--- src/include/sdrd_pkg.sv ---
// Package for the speed-detect and reverse-drive configuration bank.
// Assumes a 32-bit AXI4-Lite slave with 12-bit byte addresses.
package sdrd_pkg;
   // Register indices as printed; the byte address is four times the index
   localparam logic [9:0]  ISD_IDX      = 10'h080;
   localparam logic [9:0]  REV_IDX      = 10'h082;
   localparam logic [11:0] ISD_ADDR     = {ISD_IDX, 2'b00};
   localparam logic [11:0] REV_ADDR     = {REV_IDX, 2'b00};
   localparam logic [31:0] ISD_RESET    = 32'h00000000;
   localparam logic [31:0] REV_RESET    = 32'h00000000;
   // Only the low fields of the speed-detect word live in this bank
   localparam logic [31:0] ISD_MASK     = 32'h00001FFF;
   localparam logic [31:0] REV_MASK     = 32'hFFFFFFFF;
   // Speed-detect field positions
   localparam int COAST_LSB   = 9;
   localparam int COAST_W     = 4;
   localparam int BACK_EMF_LSB    = 6;
   localparam int BACK_EMF_W      = 3;
   localparam int HANDOFF_LSB = 2;
   localparam int HANDOFF_W   = 4;
   localparam int OLCUR_LSB   = 0;
   localparam int OLCUR_W     = 2;
   // Reverse-drive field positions
   localparam int RSVD_BIT    = 31;
   localparam int ACC1_LSB    = 27;
   localparam int ACC1_W      = 4;
   localparam int ACC2_LSB    = 23;
   localparam int ACC2_W      = 4;
   localparam int BRKCUR_LSB  = 20;
   localparam int BRKCUR_W    = 3;
   localparam int KP_LSB      = 10;
   localparam int KP_W        = 10;
   localparam int KI_LSB      = 0;
   localparam int KI_W        = 10;
   // Bus responses
   localparam logic [1:0]  RESP_OKAY    = 2'b00;
   localparam logic [1:0]  RESP_SLVERR  = 2'b10;
   localparam logic [31:0] DATA_ZERO    = 32'h00000000;
endpackage : sdrd_pkg

--- src/hw/sdrd_regs.sv ---
// Configuration bank for initial speed detect and reverse drive.
// Assumes an AXI4-Lite master on CLK_I and a motor algorithm that
// samples the field outputs; decoding of field codes happens there.
//
// Implementation choice: the AXI4-Lite register port.
`timescale 1ns/1ps
module sdrd_regs (
   input  wire logic        CLK_I,
   input  wire logic        RESET_N_I,
   input  wire logic        CE_I,
   input  wire logic [11:0] S_AXI_AWADDR_I,
   input  wire logic        S_AXI_AWVALID_I,
   output logic             S_AXI_AWREADY_O,
   input  wire logic [31:0] S_AXI_WDATA_I,
   input  wire logic [3:0]  S_AXI_WSTRB_I,
   input  wire logic        S_AXI_WVALID_I,
   output logic             S_AXI_WREADY_O,
   output logic [1:0]       S_AXI_BRESP_O,
   output logic             S_AXI_BVALID_O,
   input  wire logic        S_AXI_BREADY_I,
   input  wire logic [11:0] S_AXI_ARADDR_I,
   input  wire logic        S_AXI_ARVALID_I,
   output logic             S_AXI_ARREADY_O,
   output logic [31:0]      S_AXI_RDATA_O,
   output logic [1:0]       S_AXI_RRESP_O,
   output logic             S_AXI_RVALID_O,
   input  wire logic        S_AXI_RREADY_I,
   output logic [3:0]       COAST_DURATION_O,
   output logic [2:0]       STANDSTILL_BACK_EMF_THRESHOLD_O,
   output logic [3:0]       REVERSAL_OPENLOOP_HANDOFF_SPEED_O,
   output logic [1:0]       REVERSAL_OPENLOOP_CURRENT_LIMIT_O,
   output logic [3:0]       REVERSAL_ACCEL_LINEAR_COEFF_O,
   output logic [3:0]       REVERSAL_ACCEL_QUADRATIC_COEFF_O,
   output logic [2:0]       BRAKING_CURRENT_LIMIT_O,
   output logic [9:0]       BRAKING_PROPORTIONAL_GAIN_O,
   output logic [9:0]       BRAKING_INTEGRAL_GAIN_O
);

   // Byte-lane merge, used for both registers
   function automatic logic [31:0] sdrd_merge(input logic [31:0] old_v,
                                             input logic [31:0] new_v,
                                             input logic [3:0]  strb,
                                             input logic [31:0] mask);
      logic [31:0] r;
      r = old_v;
      for (int i = 0; i < 4; i++) begin
         if (strb[i]) begin
            r[i*8 +: 8] = new_v[i*8 +: 8];
         end
      end
      return r & mask;
   endfunction : sdrd_merge

   // Low two address bits are ignored; accesses are whole words
   function automatic logic sdrd_hit(input logic [11:0] a,
                                     input logic [11:0] base);
      return a[11:2] == base[11:2];
   endfunction : sdrd_hit

   logic        aw_full_q, aw_full_d;
   logic [11:0] awaddr_q, awaddr_d;
   logic        w_full_q, w_full_d;
   logic [31:0] wdata_q, wdata_d;
   logic [3:0]  wstrb_q, wstrb_d;
   logic        bvalid_q, bvalid_d;
   logic [1:0]  bresp_q, bresp_d;
   logic        rvalid_q, rvalid_d;
   logic [1:0]  rresp_q, rresp_d;
   logic [31:0] rdata_q, rdata_d;
   logic [31:0] isd_q, isd_d;
   logic [31:0] rev_q, rev_d;
   logic        wr_fire, ar_fire, wr_isd, wr_rev, wr_isd_full, wr_rev_full;
   logic        rev_written_q, rev_written_d;

   // Channel readies drop while frozen so nothing is taken then
   assign S_AXI_AWREADY_O = CE_I & ~aw_full_q;
   assign S_AXI_WREADY_O  = CE_I & ~w_full_q;
   assign S_AXI_ARREADY_O = CE_I & ~rvalid_q;
   assign S_AXI_BVALID_O  = bvalid_q;
   assign S_AXI_BRESP_O   = bresp_q;
   assign S_AXI_RVALID_O  = rvalid_q;
   assign S_AXI_RRESP_O   = rresp_q;
   assign S_AXI_RDATA_O   = rdata_q;

   // Write commits only once address and data are both held
   assign wr_fire = CE_I & aw_full_q & w_full_q & ~bvalid_q;
   assign ar_fire = S_AXI_ARVALID_I & S_AXI_ARREADY_O;
   assign wr_isd  = wr_fire & sdrd_hit(awaddr_q, sdrd_pkg::ISD_ADDR);
   assign wr_rev  = wr_fire & sdrd_hit(awaddr_q, sdrd_pkg::REV_ADDR);

   // Next-state for the bus channels and the two registers
   always_comb begin
      aw_full_d = aw_full_q;
      awaddr_d  = awaddr_q;
      w_full_d  = w_full_q;
      wdata_d   = wdata_q;
      wstrb_d   = wstrb_q;
      bvalid_d  = bvalid_q;
      bresp_d   = bresp_q;
      rvalid_d  = rvalid_q;
      rresp_d   = rresp_q;
      rdata_d   = rdata_q;
      isd_d     = isd_q;
      rev_d     = rev_q;
      rev_written_d = rev_written_q;
      if (S_AXI_AWVALID_I && S_AXI_AWREADY_O) begin
         aw_full_d = 1'b1;
         awaddr_d  = S_AXI_AWADDR_I;
      end
      if (S_AXI_WVALID_I && S_AXI_WREADY_O) begin
         w_full_d = 1'b1;
         wdata_d  = S_AXI_WDATA_I;
         wstrb_d  = S_AXI_WSTRB_I;
      end
      if (wr_fire) begin
         aw_full_d = 1'b0;
         w_full_d  = 1'b0;
         bvalid_d  = 1'b1;
         bresp_d   = (wr_isd | wr_rev) ? sdrd_pkg::RESP_OKAY
                                       : sdrd_pkg::RESP_SLVERR;
      end else if (bvalid_q && S_AXI_BREADY_I) begin
         bvalid_d = 1'b0;
      end
      // Speed-detect low fields: coast, standstill, hand-off, current
      if (wr_isd) begin
         isd_d = sdrd_merge(isd_q, wdata_q, wstrb_q, sdrd_pkg::ISD_MASK);
      end
      // Reverse-drive word is fully writable, reserved bit included
      if (wr_rev) begin
         rev_d = sdrd_merge(rev_q, wdata_q, wstrb_q, sdrd_pkg::REV_MASK);
         rev_written_d = 1'b1;
      end
      if (ar_fire) begin
         rvalid_d = 1'b1;
         rresp_d  = sdrd_pkg::RESP_OKAY;
         if (sdrd_hit(S_AXI_ARADDR_I, sdrd_pkg::ISD_ADDR)) begin
            rdata_d = isd_q;
         end else if (sdrd_hit(S_AXI_ARADDR_I, sdrd_pkg::REV_ADDR)) begin
            rdata_d = rev_q;
         end else begin
            rdata_d = sdrd_pkg::DATA_ZERO;
            rresp_d = sdrd_pkg::RESP_SLVERR;
         end
      end else if (rvalid_q && S_AXI_RREADY_I) begin
         rvalid_d = 1'b0;
      end
   end

   // Registers; clock enable low freezes everything
   always_ff @(posedge CLK_I or negedge RESET_N_I) begin
      if (!RESET_N_I) begin
         aw_full_q <= 1'b0;
         awaddr_q  <= 12'h000;
         w_full_q  <= 1'b0;
         wdata_q   <= sdrd_pkg::DATA_ZERO;
         wstrb_q   <= 4'h0;
         bvalid_q  <= 1'b0;
         bresp_q   <= sdrd_pkg::RESP_OKAY;
         rvalid_q  <= 1'b0;
         rresp_q   <= sdrd_pkg::RESP_OKAY;
         rdata_q   <= sdrd_pkg::DATA_ZERO;
         isd_q     <= sdrd_pkg::ISD_RESET;
         rev_q     <= sdrd_pkg::REV_RESET;
         rev_written_q <= 1'b0;
      end else if (CE_I) begin
         aw_full_q <= aw_full_d;
         awaddr_q  <= awaddr_d;
         w_full_q  <= w_full_d;
         wdata_q   <= wdata_d;
         wstrb_q   <= wstrb_d;
         bvalid_q  <= bvalid_d;
         bresp_q   <= bresp_d;
         rvalid_q  <= rvalid_d;
         rresp_q   <= rresp_d;
         rdata_q   <= rdata_d;
         isd_q     <= isd_d;
         rev_q     <= rev_d;
         rev_written_q <= rev_written_d;
      end
   end

   // Field outputs straight from the register flops
   assign COAST_DURATION_O =
      isd_q[sdrd_pkg::COAST_LSB +: sdrd_pkg::COAST_W];
   assign STANDSTILL_BACK_EMF_THRESHOLD_O =
      isd_q[sdrd_pkg::BACK_EMF_LSB +: sdrd_pkg::BACK_EMF_W];
   assign REVERSAL_OPENLOOP_HANDOFF_SPEED_O =
      isd_q[sdrd_pkg::HANDOFF_LSB +: sdrd_pkg::HANDOFF_W];
   assign REVERSAL_OPENLOOP_CURRENT_LIMIT_O =
      isd_q[sdrd_pkg::OLCUR_LSB +: sdrd_pkg::OLCUR_W];
   assign REVERSAL_ACCEL_LINEAR_COEFF_O =
      rev_q[sdrd_pkg::ACC1_LSB +: sdrd_pkg::ACC1_W];
   assign REVERSAL_ACCEL_QUADRATIC_COEFF_O =
      rev_q[sdrd_pkg::ACC2_LSB +: sdrd_pkg::ACC2_W];
   // Reserved code 7 is passed through; the algorithm must not use it
   assign BRAKING_CURRENT_LIMIT_O =
      rev_q[sdrd_pkg::BRKCUR_LSB +: sdrd_pkg::BRKCUR_W];
   assign BRAKING_PROPORTIONAL_GAIN_O =
      rev_q[sdrd_pkg::KP_LSB +: sdrd_pkg::KP_W];
   assign BRAKING_INTEGRAL_GAIN_O =
      rev_q[sdrd_pkg::KI_LSB +: sdrd_pkg::KI_W];

   assign wr_isd_full = wr_isd & (&wstrb_q);
   assign wr_rev_full = wr_rev & (&wstrb_q);

   property p_coast;
      @(posedge CLK_I) disable iff (!RESET_N_I)
      wr_isd_full |=> COAST_DURATION_O == $past(wdata_q[12:9]);
   endproperty
   a_coast: assert property (p_coast)
      else $error("coast duration not taken from bits 12-9");

   property p_back_emf;
      @(posedge CLK_I) disable iff (!RESET_N_I)
      wr_isd_full |=> STANDSTILL_BACK_EMF_THRESHOLD_O == $past(wdata_q[8:6]);
   endproperty
   a_back_emf: assert property (p_back_emf)
      else $error("standstill threshold not taken from bits 8-6");

   property p_handoff;
      @(posedge CLK_I) disable iff (!RESET_N_I)
      wr_isd_full |=>
         REVERSAL_OPENLOOP_HANDOFF_SPEED_O == $past(wdata_q[5:2]);
   endproperty
   a_handoff: assert property (p_handoff)
      else $error("hand-off speed not taken from bits 5-2");

   property p_olcur;
      @(posedge CLK_I) disable iff (!RESET_N_I)
      (ar_fire && sdrd_hit(S_AXI_ARADDR_I, sdrd_pkg::ISD_ADDR))
         |=> S_AXI_RDATA_O[1:0] == $past(REVERSAL_OPENLOOP_CURRENT_LIMIT_O)
             && S_AXI_RDATA_O[31:13] == 19'h00000;
   endproperty
   a_olcur: assert property (p_olcur)
      else $error("current limit read-back mismatch");

   property p_rev_reset;
      @(posedge CLK_I) disable iff (!RESET_N_I)
      !rev_written_q |-> rev_q == sdrd_pkg::REV_RESET;
   endproperty
   a_rev_reset: assert property (p_rev_reset)
      else $error("reverse-drive word not zero before first write");

   property p_rev_map;
      @(posedge CLK_I) disable iff (!RESET_N_I)
      (ar_fire && S_AXI_ARADDR_I == sdrd_pkg::REV_ADDR) |=>
         S_AXI_RVALID_O && S_AXI_RRESP_O == sdrd_pkg::RESP_OKAY
         && S_AXI_RDATA_O == $past(rev_q);
   endproperty
   a_rev_map: assert property (p_rev_map)
      else $error("reverse-drive word not read at its address");

   property p_rsvd;
      @(posedge CLK_I) disable iff (!RESET_N_I)
      wr_rev_full |=> rev_q[31] == $past(wdata_q[31]);
   endproperty
   a_rsvd: assert property (p_rsvd)
      else $error("reserved bit 31 not writable");

   property p_acc1;
      @(posedge CLK_I) disable iff (!RESET_N_I)
      wr_rev_full |=> REVERSAL_ACCEL_LINEAR_COEFF_O == $past(wdata_q[30:27]);
   endproperty
   a_acc1: assert property (p_acc1)
      else $error("linear coefficient not taken from bits 30-27");

   property p_acc2;
      @(posedge CLK_I) disable iff (!RESET_N_I)
      wr_rev_full |=>
         REVERSAL_ACCEL_QUADRATIC_COEFF_O == $past(wdata_q[26:23]);
   endproperty
   a_acc2: assert property (p_acc2)
      else $error("quadratic coefficient not taken from bits 26-23");

   property p_brkcur;
      @(posedge CLK_I) disable iff (!RESET_N_I)
      wr_rev_full |=> BRAKING_CURRENT_LIMIT_O == $past(wdata_q[22:20]);
   endproperty
   a_brkcur: assert property (p_brkcur)
      else $error("brake current limit not taken from bits 22-20");

   property p_gains;
      @(posedge CLK_I) disable iff (!RESET_N_I)
      wr_rev_full |=> BRAKING_PROPORTIONAL_GAIN_O == $past(wdata_q[19:10])
         && BRAKING_INTEGRAL_GAIN_O == $past(wdata_q[9:0]);
   endproperty
   a_gains: assert property (p_gains)
      else $error("braking gains not taken from bits 19-0");
endmodule : sdrd_regs

--- config.mk ---
export PLATFORM = sky130hd
export DESIGN_NAME = sdrd_regs
export DESIGN_NICKNAME = d
export VERILOG_FILES = /design/src/include/sdrd_pkg.sv /design/src/hw/sdrd_regs.sv
export SDC_FILE = /design/constraint.sdc
export NUM_CORES = 1
export LEC_CHECK = 0
export BUFFER_PORTS_ARGS = -buffer_cell sky130_fd_sc_hd__buf_4
export CAP_MARGIN = 20
export CORE_ASPECT_RATIO = 0.9
export CORE_MARGIN = 2
export CORE_UTILIZATION = 50
export CTS_BUF_LIST = sky130_fd_sc_hd__clkbuf_8
export DETAILED_ROUTE_END_ITERATION = 12
export MAX_ROUTING_LAYER = met4
export PLACE_DENSITY = 0.77
export SKIP_CTS_REPAIR_TIMING = 1
export SYNTH_ARGS = -nofsm -noshare
export SYNTH_HDL_FRONTEND = slang
export SYNTH_SLANG_ARGS = --single-unit
--- constraint.sdc ---
create_clock -name CLK_I -period 6.4 [get_ports CLK_I]
set_clock_uncertainty 0.2 [all_clocks]
set_input_delay 0.32 -clock CLK_I [delete_from_list [all_inputs] [get_ports CLK_I]]
set_output_delay 0.32 -clock CLK_I [all_outputs]
set_load 0.02 [all_outputs]
# ---- Word-level counts from Yosys, hierarchy flattened
# Cells that the tools add are included.
dict set report classes {
  n_reduce_logical 22
  n_eq_ne 4
  bitwise 14
  n_mux 13
}
# op count
set op_table {}
lappend op_table {{2-to-1 mux 32 bit} 2}
lappend op_table {{equality test 10 x 8 -> 1 bit, second input constant} 4}
lappend op_table {{AND reduction 3 bit} 6}
lappend op_table {{AND reduction 2 bit} 8}
lappend op_table {{AND 1 bit} 9}
lappend op_table {{2-to-1 mux 1 bit} 8}
lappend op_table {{nonzero test 2 bit} 4}
lappend op_table {{2-to-1 mux 2 bit} 3}
lappend op_table {{logical AND 1 bit} 4}
lappend op_table {{inverter 1 bit} 4}
lappend op_table {{bitwise OR 1 bit} 1}
dict set report totals {
  register_bits 133
  word_cells 69
  output_inout_bits 85
}

# ---- Logic depth before layout (Yosys ltp)
dict set report depth {
  word_depth 6
  mapped_depth 5
}

# ---- Worst setup path after synthesis
# Ideal clock, no wire load.
dict set report synth_path {
  path_type {reg-to-reg}
  from {reg awaddr_q[8]}
  to {reg rev_q[10]}
  t_arrival_ns 1.900
  setup_slack_ns 4.175
  path_stages_with_launch 5
  cell_sequence {dfrtp_1 > or4b_1 > buf_4 > nor4_4 > mux2_2}
}
dict set report synth_via {
  elab_chain_len 3
}
# item line_no
set synth_rtl {}
lappend synth_rtl {{start, declared} sdrd_regs.sv:61} ;# logic [11:0] awaddr_q, awaddr_d;
lappend synth_rtl {{start signal, assigned} sdrd_regs.sv:167} ;# awaddr_q <= awaddr_d;
lappend synth_rtl {{equality test 10 x 8 -> 1 bit} sdrd_regs.sv:57} ;# return a[11:2] == base[11:2];
lappend synth_rtl {{AND 1 bit} sdrd_regs.sv:89} ;# assign wr_rev = wr_fire & sdrd_hit(awaddr_q, sdrd_pkg::REV_ADDR);
lappend synth_rtl {{AND reduction 3 bit (no line)} --}
lappend synth_rtl {{end signal, assigned} sdrd_regs.sv:163} ;# rev_q <= sdrd_pkg::REV_RESET;
lappend synth_rtl {{end signal, assigned} sdrd_regs.sv:177} ;# rev_q <= rev_d;
lappend synth_rtl {{end, declared} sdrd_regs.sv:71} ;# logic [31:0] rev_q, rev_d;
# No other way between the ends.
# A chain may end at the register's enable or synchronous reset.

# ---- Worst setup path in the final report
dict set report layout_path {
  from {reg awaddr_q[8]}
  to {reg rev_q[20]}
}
# Same word-level chain as after synthesis.

==> impl_metrics.py <==
metrics = {
    "clocking": {
        "cts_buffers": 17,
        "cts_sinks": 129,
        "clk_pin_slew_worst_paths_ns": 0.06,
        "root_buffer": "clkbuf_8",
        "cts_tree": "yes",
        "clk_latency_ns": 0.42,
        "clk_path_buf_depth": 2,
        "h-tree-depth": 4,
    },
    "power": {
        "power_leakage_nw": 3.60,
        "power.total_w": 0.00206,
        "power.density_mw_per_mm2": 285,
        "ir_worst_vdd_mv": 0.207,
    },
    "timing": {
        "period_share": 0.422,
        "slew_viol_final": 0,
        "finalSetupTns_ns": 0,
        "hold_viol": 0,
        "fin_crit_ns": 2.70,
        "fmax_mhz": 370,
        "worst_pin_slew_ns": 1.00,
        "max-slew-margin-rel": 0.330,
        "grt_setup_unrepaired": "false",
        "setup_violations": 0,
    },
    "die": {
        "initial_core_util": 0.506,
        "die_h_um": 103,
        "fp.coreArea_mm2": 0.0107,
        "dieWidth_um": 114,
        "die_area_mm2": 0.0117,
        "io_pins": 153,
        "rows": 36,
    },
    "drt": {
        "drtPass1Iterations": 5,
        "routed_wl_mm": 11.7,
        "drtIter0Drc": 114,
        "num_vias": 3630,
        "drtAntennaViolNets": 0,
        "remaining_drc_errors": 0,
        "wl_per_cell_um": 16.3,
        "viasPerCell": 5.03,
    },
    "global_routing": {
        "overflow": 0,
        "grt_first_pass_wirelength_mm": 17.4,
        "gr-usage-all-layers": 0.205,
        "antenna_found_initial": 0,
        "grt_pass1_vias": 3419,
        "grt_max_degree": 67,
    },
    "layout": {
        "drive_gt1_frac": 0.465,
        "fin_area_mm2": 0.00725,
        "area_growth_pct": 33.6,
        "fin_cells": 722,
        "final_util": 0.676,
        "final_nets": 646,
        "diodes": 0,
        "fillers": 774,
    },
    "setup_path": {
        "rr_startpoint": "awaddr_q[8]",
        "critical_path_class": "register to register",
        "critPathRequiredTime_ns": 6.50,
        "r2r.worst_path.cells": 3,
        "crit_arrival_ns": 2.80,
        "cp-end-kind": "register",
        "reg2reg_to": "rev_q[20]",
        "reg2reg_slack_ns": 3.70,
        "worstPathMaxFanout": 8,
        "crit_start": "awaddr_q[8]",
        "start_kind": "register",
    },
    "min_path": {
        "whs_path_depth": 4,
        "holdPathEnd": "S_AXI_BVALID_O",
        "min_from": "CE_I",
        "holdCritPathClass": "primary input to register",
    },
    "run": {
        "drv_cap": 0,
    },
    "logic_synthesis": {
        "synth-compound-area-share": 0.0337,
        "synth_area_mm2": 0.00542,
        "synth_top_family_by_area": "multiplexers",
        "ys_seq_area_frac": 0.595,
        "ys.flop_type": "dfrtp_1",
        "synth-simple-area-share": 0.0980,
        "synthAdderAreaFrac": 0,
        "async_flop_share": 1.00,
        "ys_types": 26,
        "synth_area_per_cell_um2": 13.3,
        "synth_mux_area_frac": 0.213,
        "synth_edf_count": 0,
        "syn_inst": 408,
        "ys_ff_latch": 129,
        "ys_warn_count": 0,
        "synth_xor_area_frac": 0,
    },
    "placed_design": {
        "dp.cells": 640,
        "portBuffers": 146,
        "placed_area_mm2": 0.00639,
        "dpl.hpwl_mm": 7.60,
        "globalplace.congestion": 0.725,
    },
    "outcome": {
        "status": "complete, no violations",
    },
}
-- cells by family after synthesis --
family	after synthesis
other	1
muxes	104
DFF	129
buffers and inverters	52
AOI/OAI and AO/OA	36
and+or+nand+nor	86
-- cells in the mapped netlist (2+ instances only) --
library cell  instances  share of area
dfrtp_1             129           0.60
mux2_2               88           0.18
nand2_1              58          0.040
buf_4                34          0.047
o21ai_0              31          0.029
clkbuf_1             15          0.010
mux2i_1              13          0.024
nor4_4                6          0.024
or4bb_1               4         0.0083
mux2_1                3         0.0062
nand3b_1              3         0.0042
nor2b_1               3         0.0035
or4b_2                3         0.0055
a21oi_1               2         0.0018
buf_1                 2         0.0014
nor2_1                2         0.0014
o21ai_1               2         0.0018
or4_1                 2         0.0028
-- per-stage QoR --
step | setup WS [ns] | hold WS, ns
2_1_floorplan | 4.17 | -0.176
3_3_place_gp | 3.71 | 0.237
3_5_place_dp | 3.67 | 0.254
4_1_cts | 3.68 | -0.215
5_1_grt | 3.62 | 0.0376
6_report | 3.70 | 0.0508
-- power breakdown --
part           internal [W]  switching, W
combinational      0.000233      0.000179
clock              0.000273      0.000282
sequential         0.000985      0.000111
total               0.00149      0.000572
-- worst max-delay path by stage --
| stage | end | slack, ns | cells past startpoint |
|---|---|---|---|
| final | rev_q[20] | 3.70 | 3 |
| after global routing | rev_q[20] | 3.62 | 3 |
| after CTS | rev_q[26] | 3.68 | 3 |
| after detailed placement | S_AXI_RDATA_O[19] | 3.67 | 4 |
| after global placement | rev_q[27] | 3.71 | 3 |
| after floorplan | rev_q[10] | 4.17 | 4 |
-- cells in the final DEF, fill, tap and decap left out, drive strengths merged --
| master | n |
|---|---|
| buf | 150 |
| dfrtp | 129 |
| mux2 | 91 |
| nand2 | 58 |
| dlygate4sd3 | 51 |
| o21ai | 33 |
| clkbuf | 19 |
| mux2i | 13 |
| nor4 | 7 |
| clkinv | 6 |
| inv | 5 |
| or4bb | 4 |
| or4b | 4 |
| nor2b | 3 |
| nand3b | 3 |
| or4 | 2 |
| a21oi | 2 |
| nor2 | 2 |
| conb | 2 |
| or3 | 1 |
| nand4b | 1 |
| a21boi | 1 |
| and4b | 1 |
| clkinvlp | 1 |
-- sequential cells by signal (all words and copies together), names as in the netlist --
register and cells:
aw_full_q 1, S_AXI_BVALID_O 1, w_full_q 1, wstrb_q 4, S_AXI_RDATA_O 32, isd_q 13
S_AXI_RVALID_O 1, S_AXI_BRESP_O 1, wdata_q 32, rev_q 32, S_AXI_RRESP_O 1, awaddr_q 10
-- cell type report --
class	count	area [µm²]	share of cell area
Sequential cell	129	3230	0.446
Multi-Input combinational cell	228	1880	0.259
Timing Repair Buffer	201	1660	0.229
Clock buffer	19	262	0.0361
Tap cell	133	166	0.0230
Clock inverter	11	52.6	0.00725
Inverter	1	3.75	0.000518
-- critical path: stages (launching register included) --
cell and delay (ns):
dfrtp_1 0.37, or4b_1 0.83, nor4_4 0.76, mux2_2 0.41
-- routing by layer --
layer,global-route usage,share of wire
met3,0.0635,0.050
met2,0.327,0.53
met5,-,0
met1,0.254,0.42
met4,0.0619,0.0036
Power figures use the tool's default switching activity.
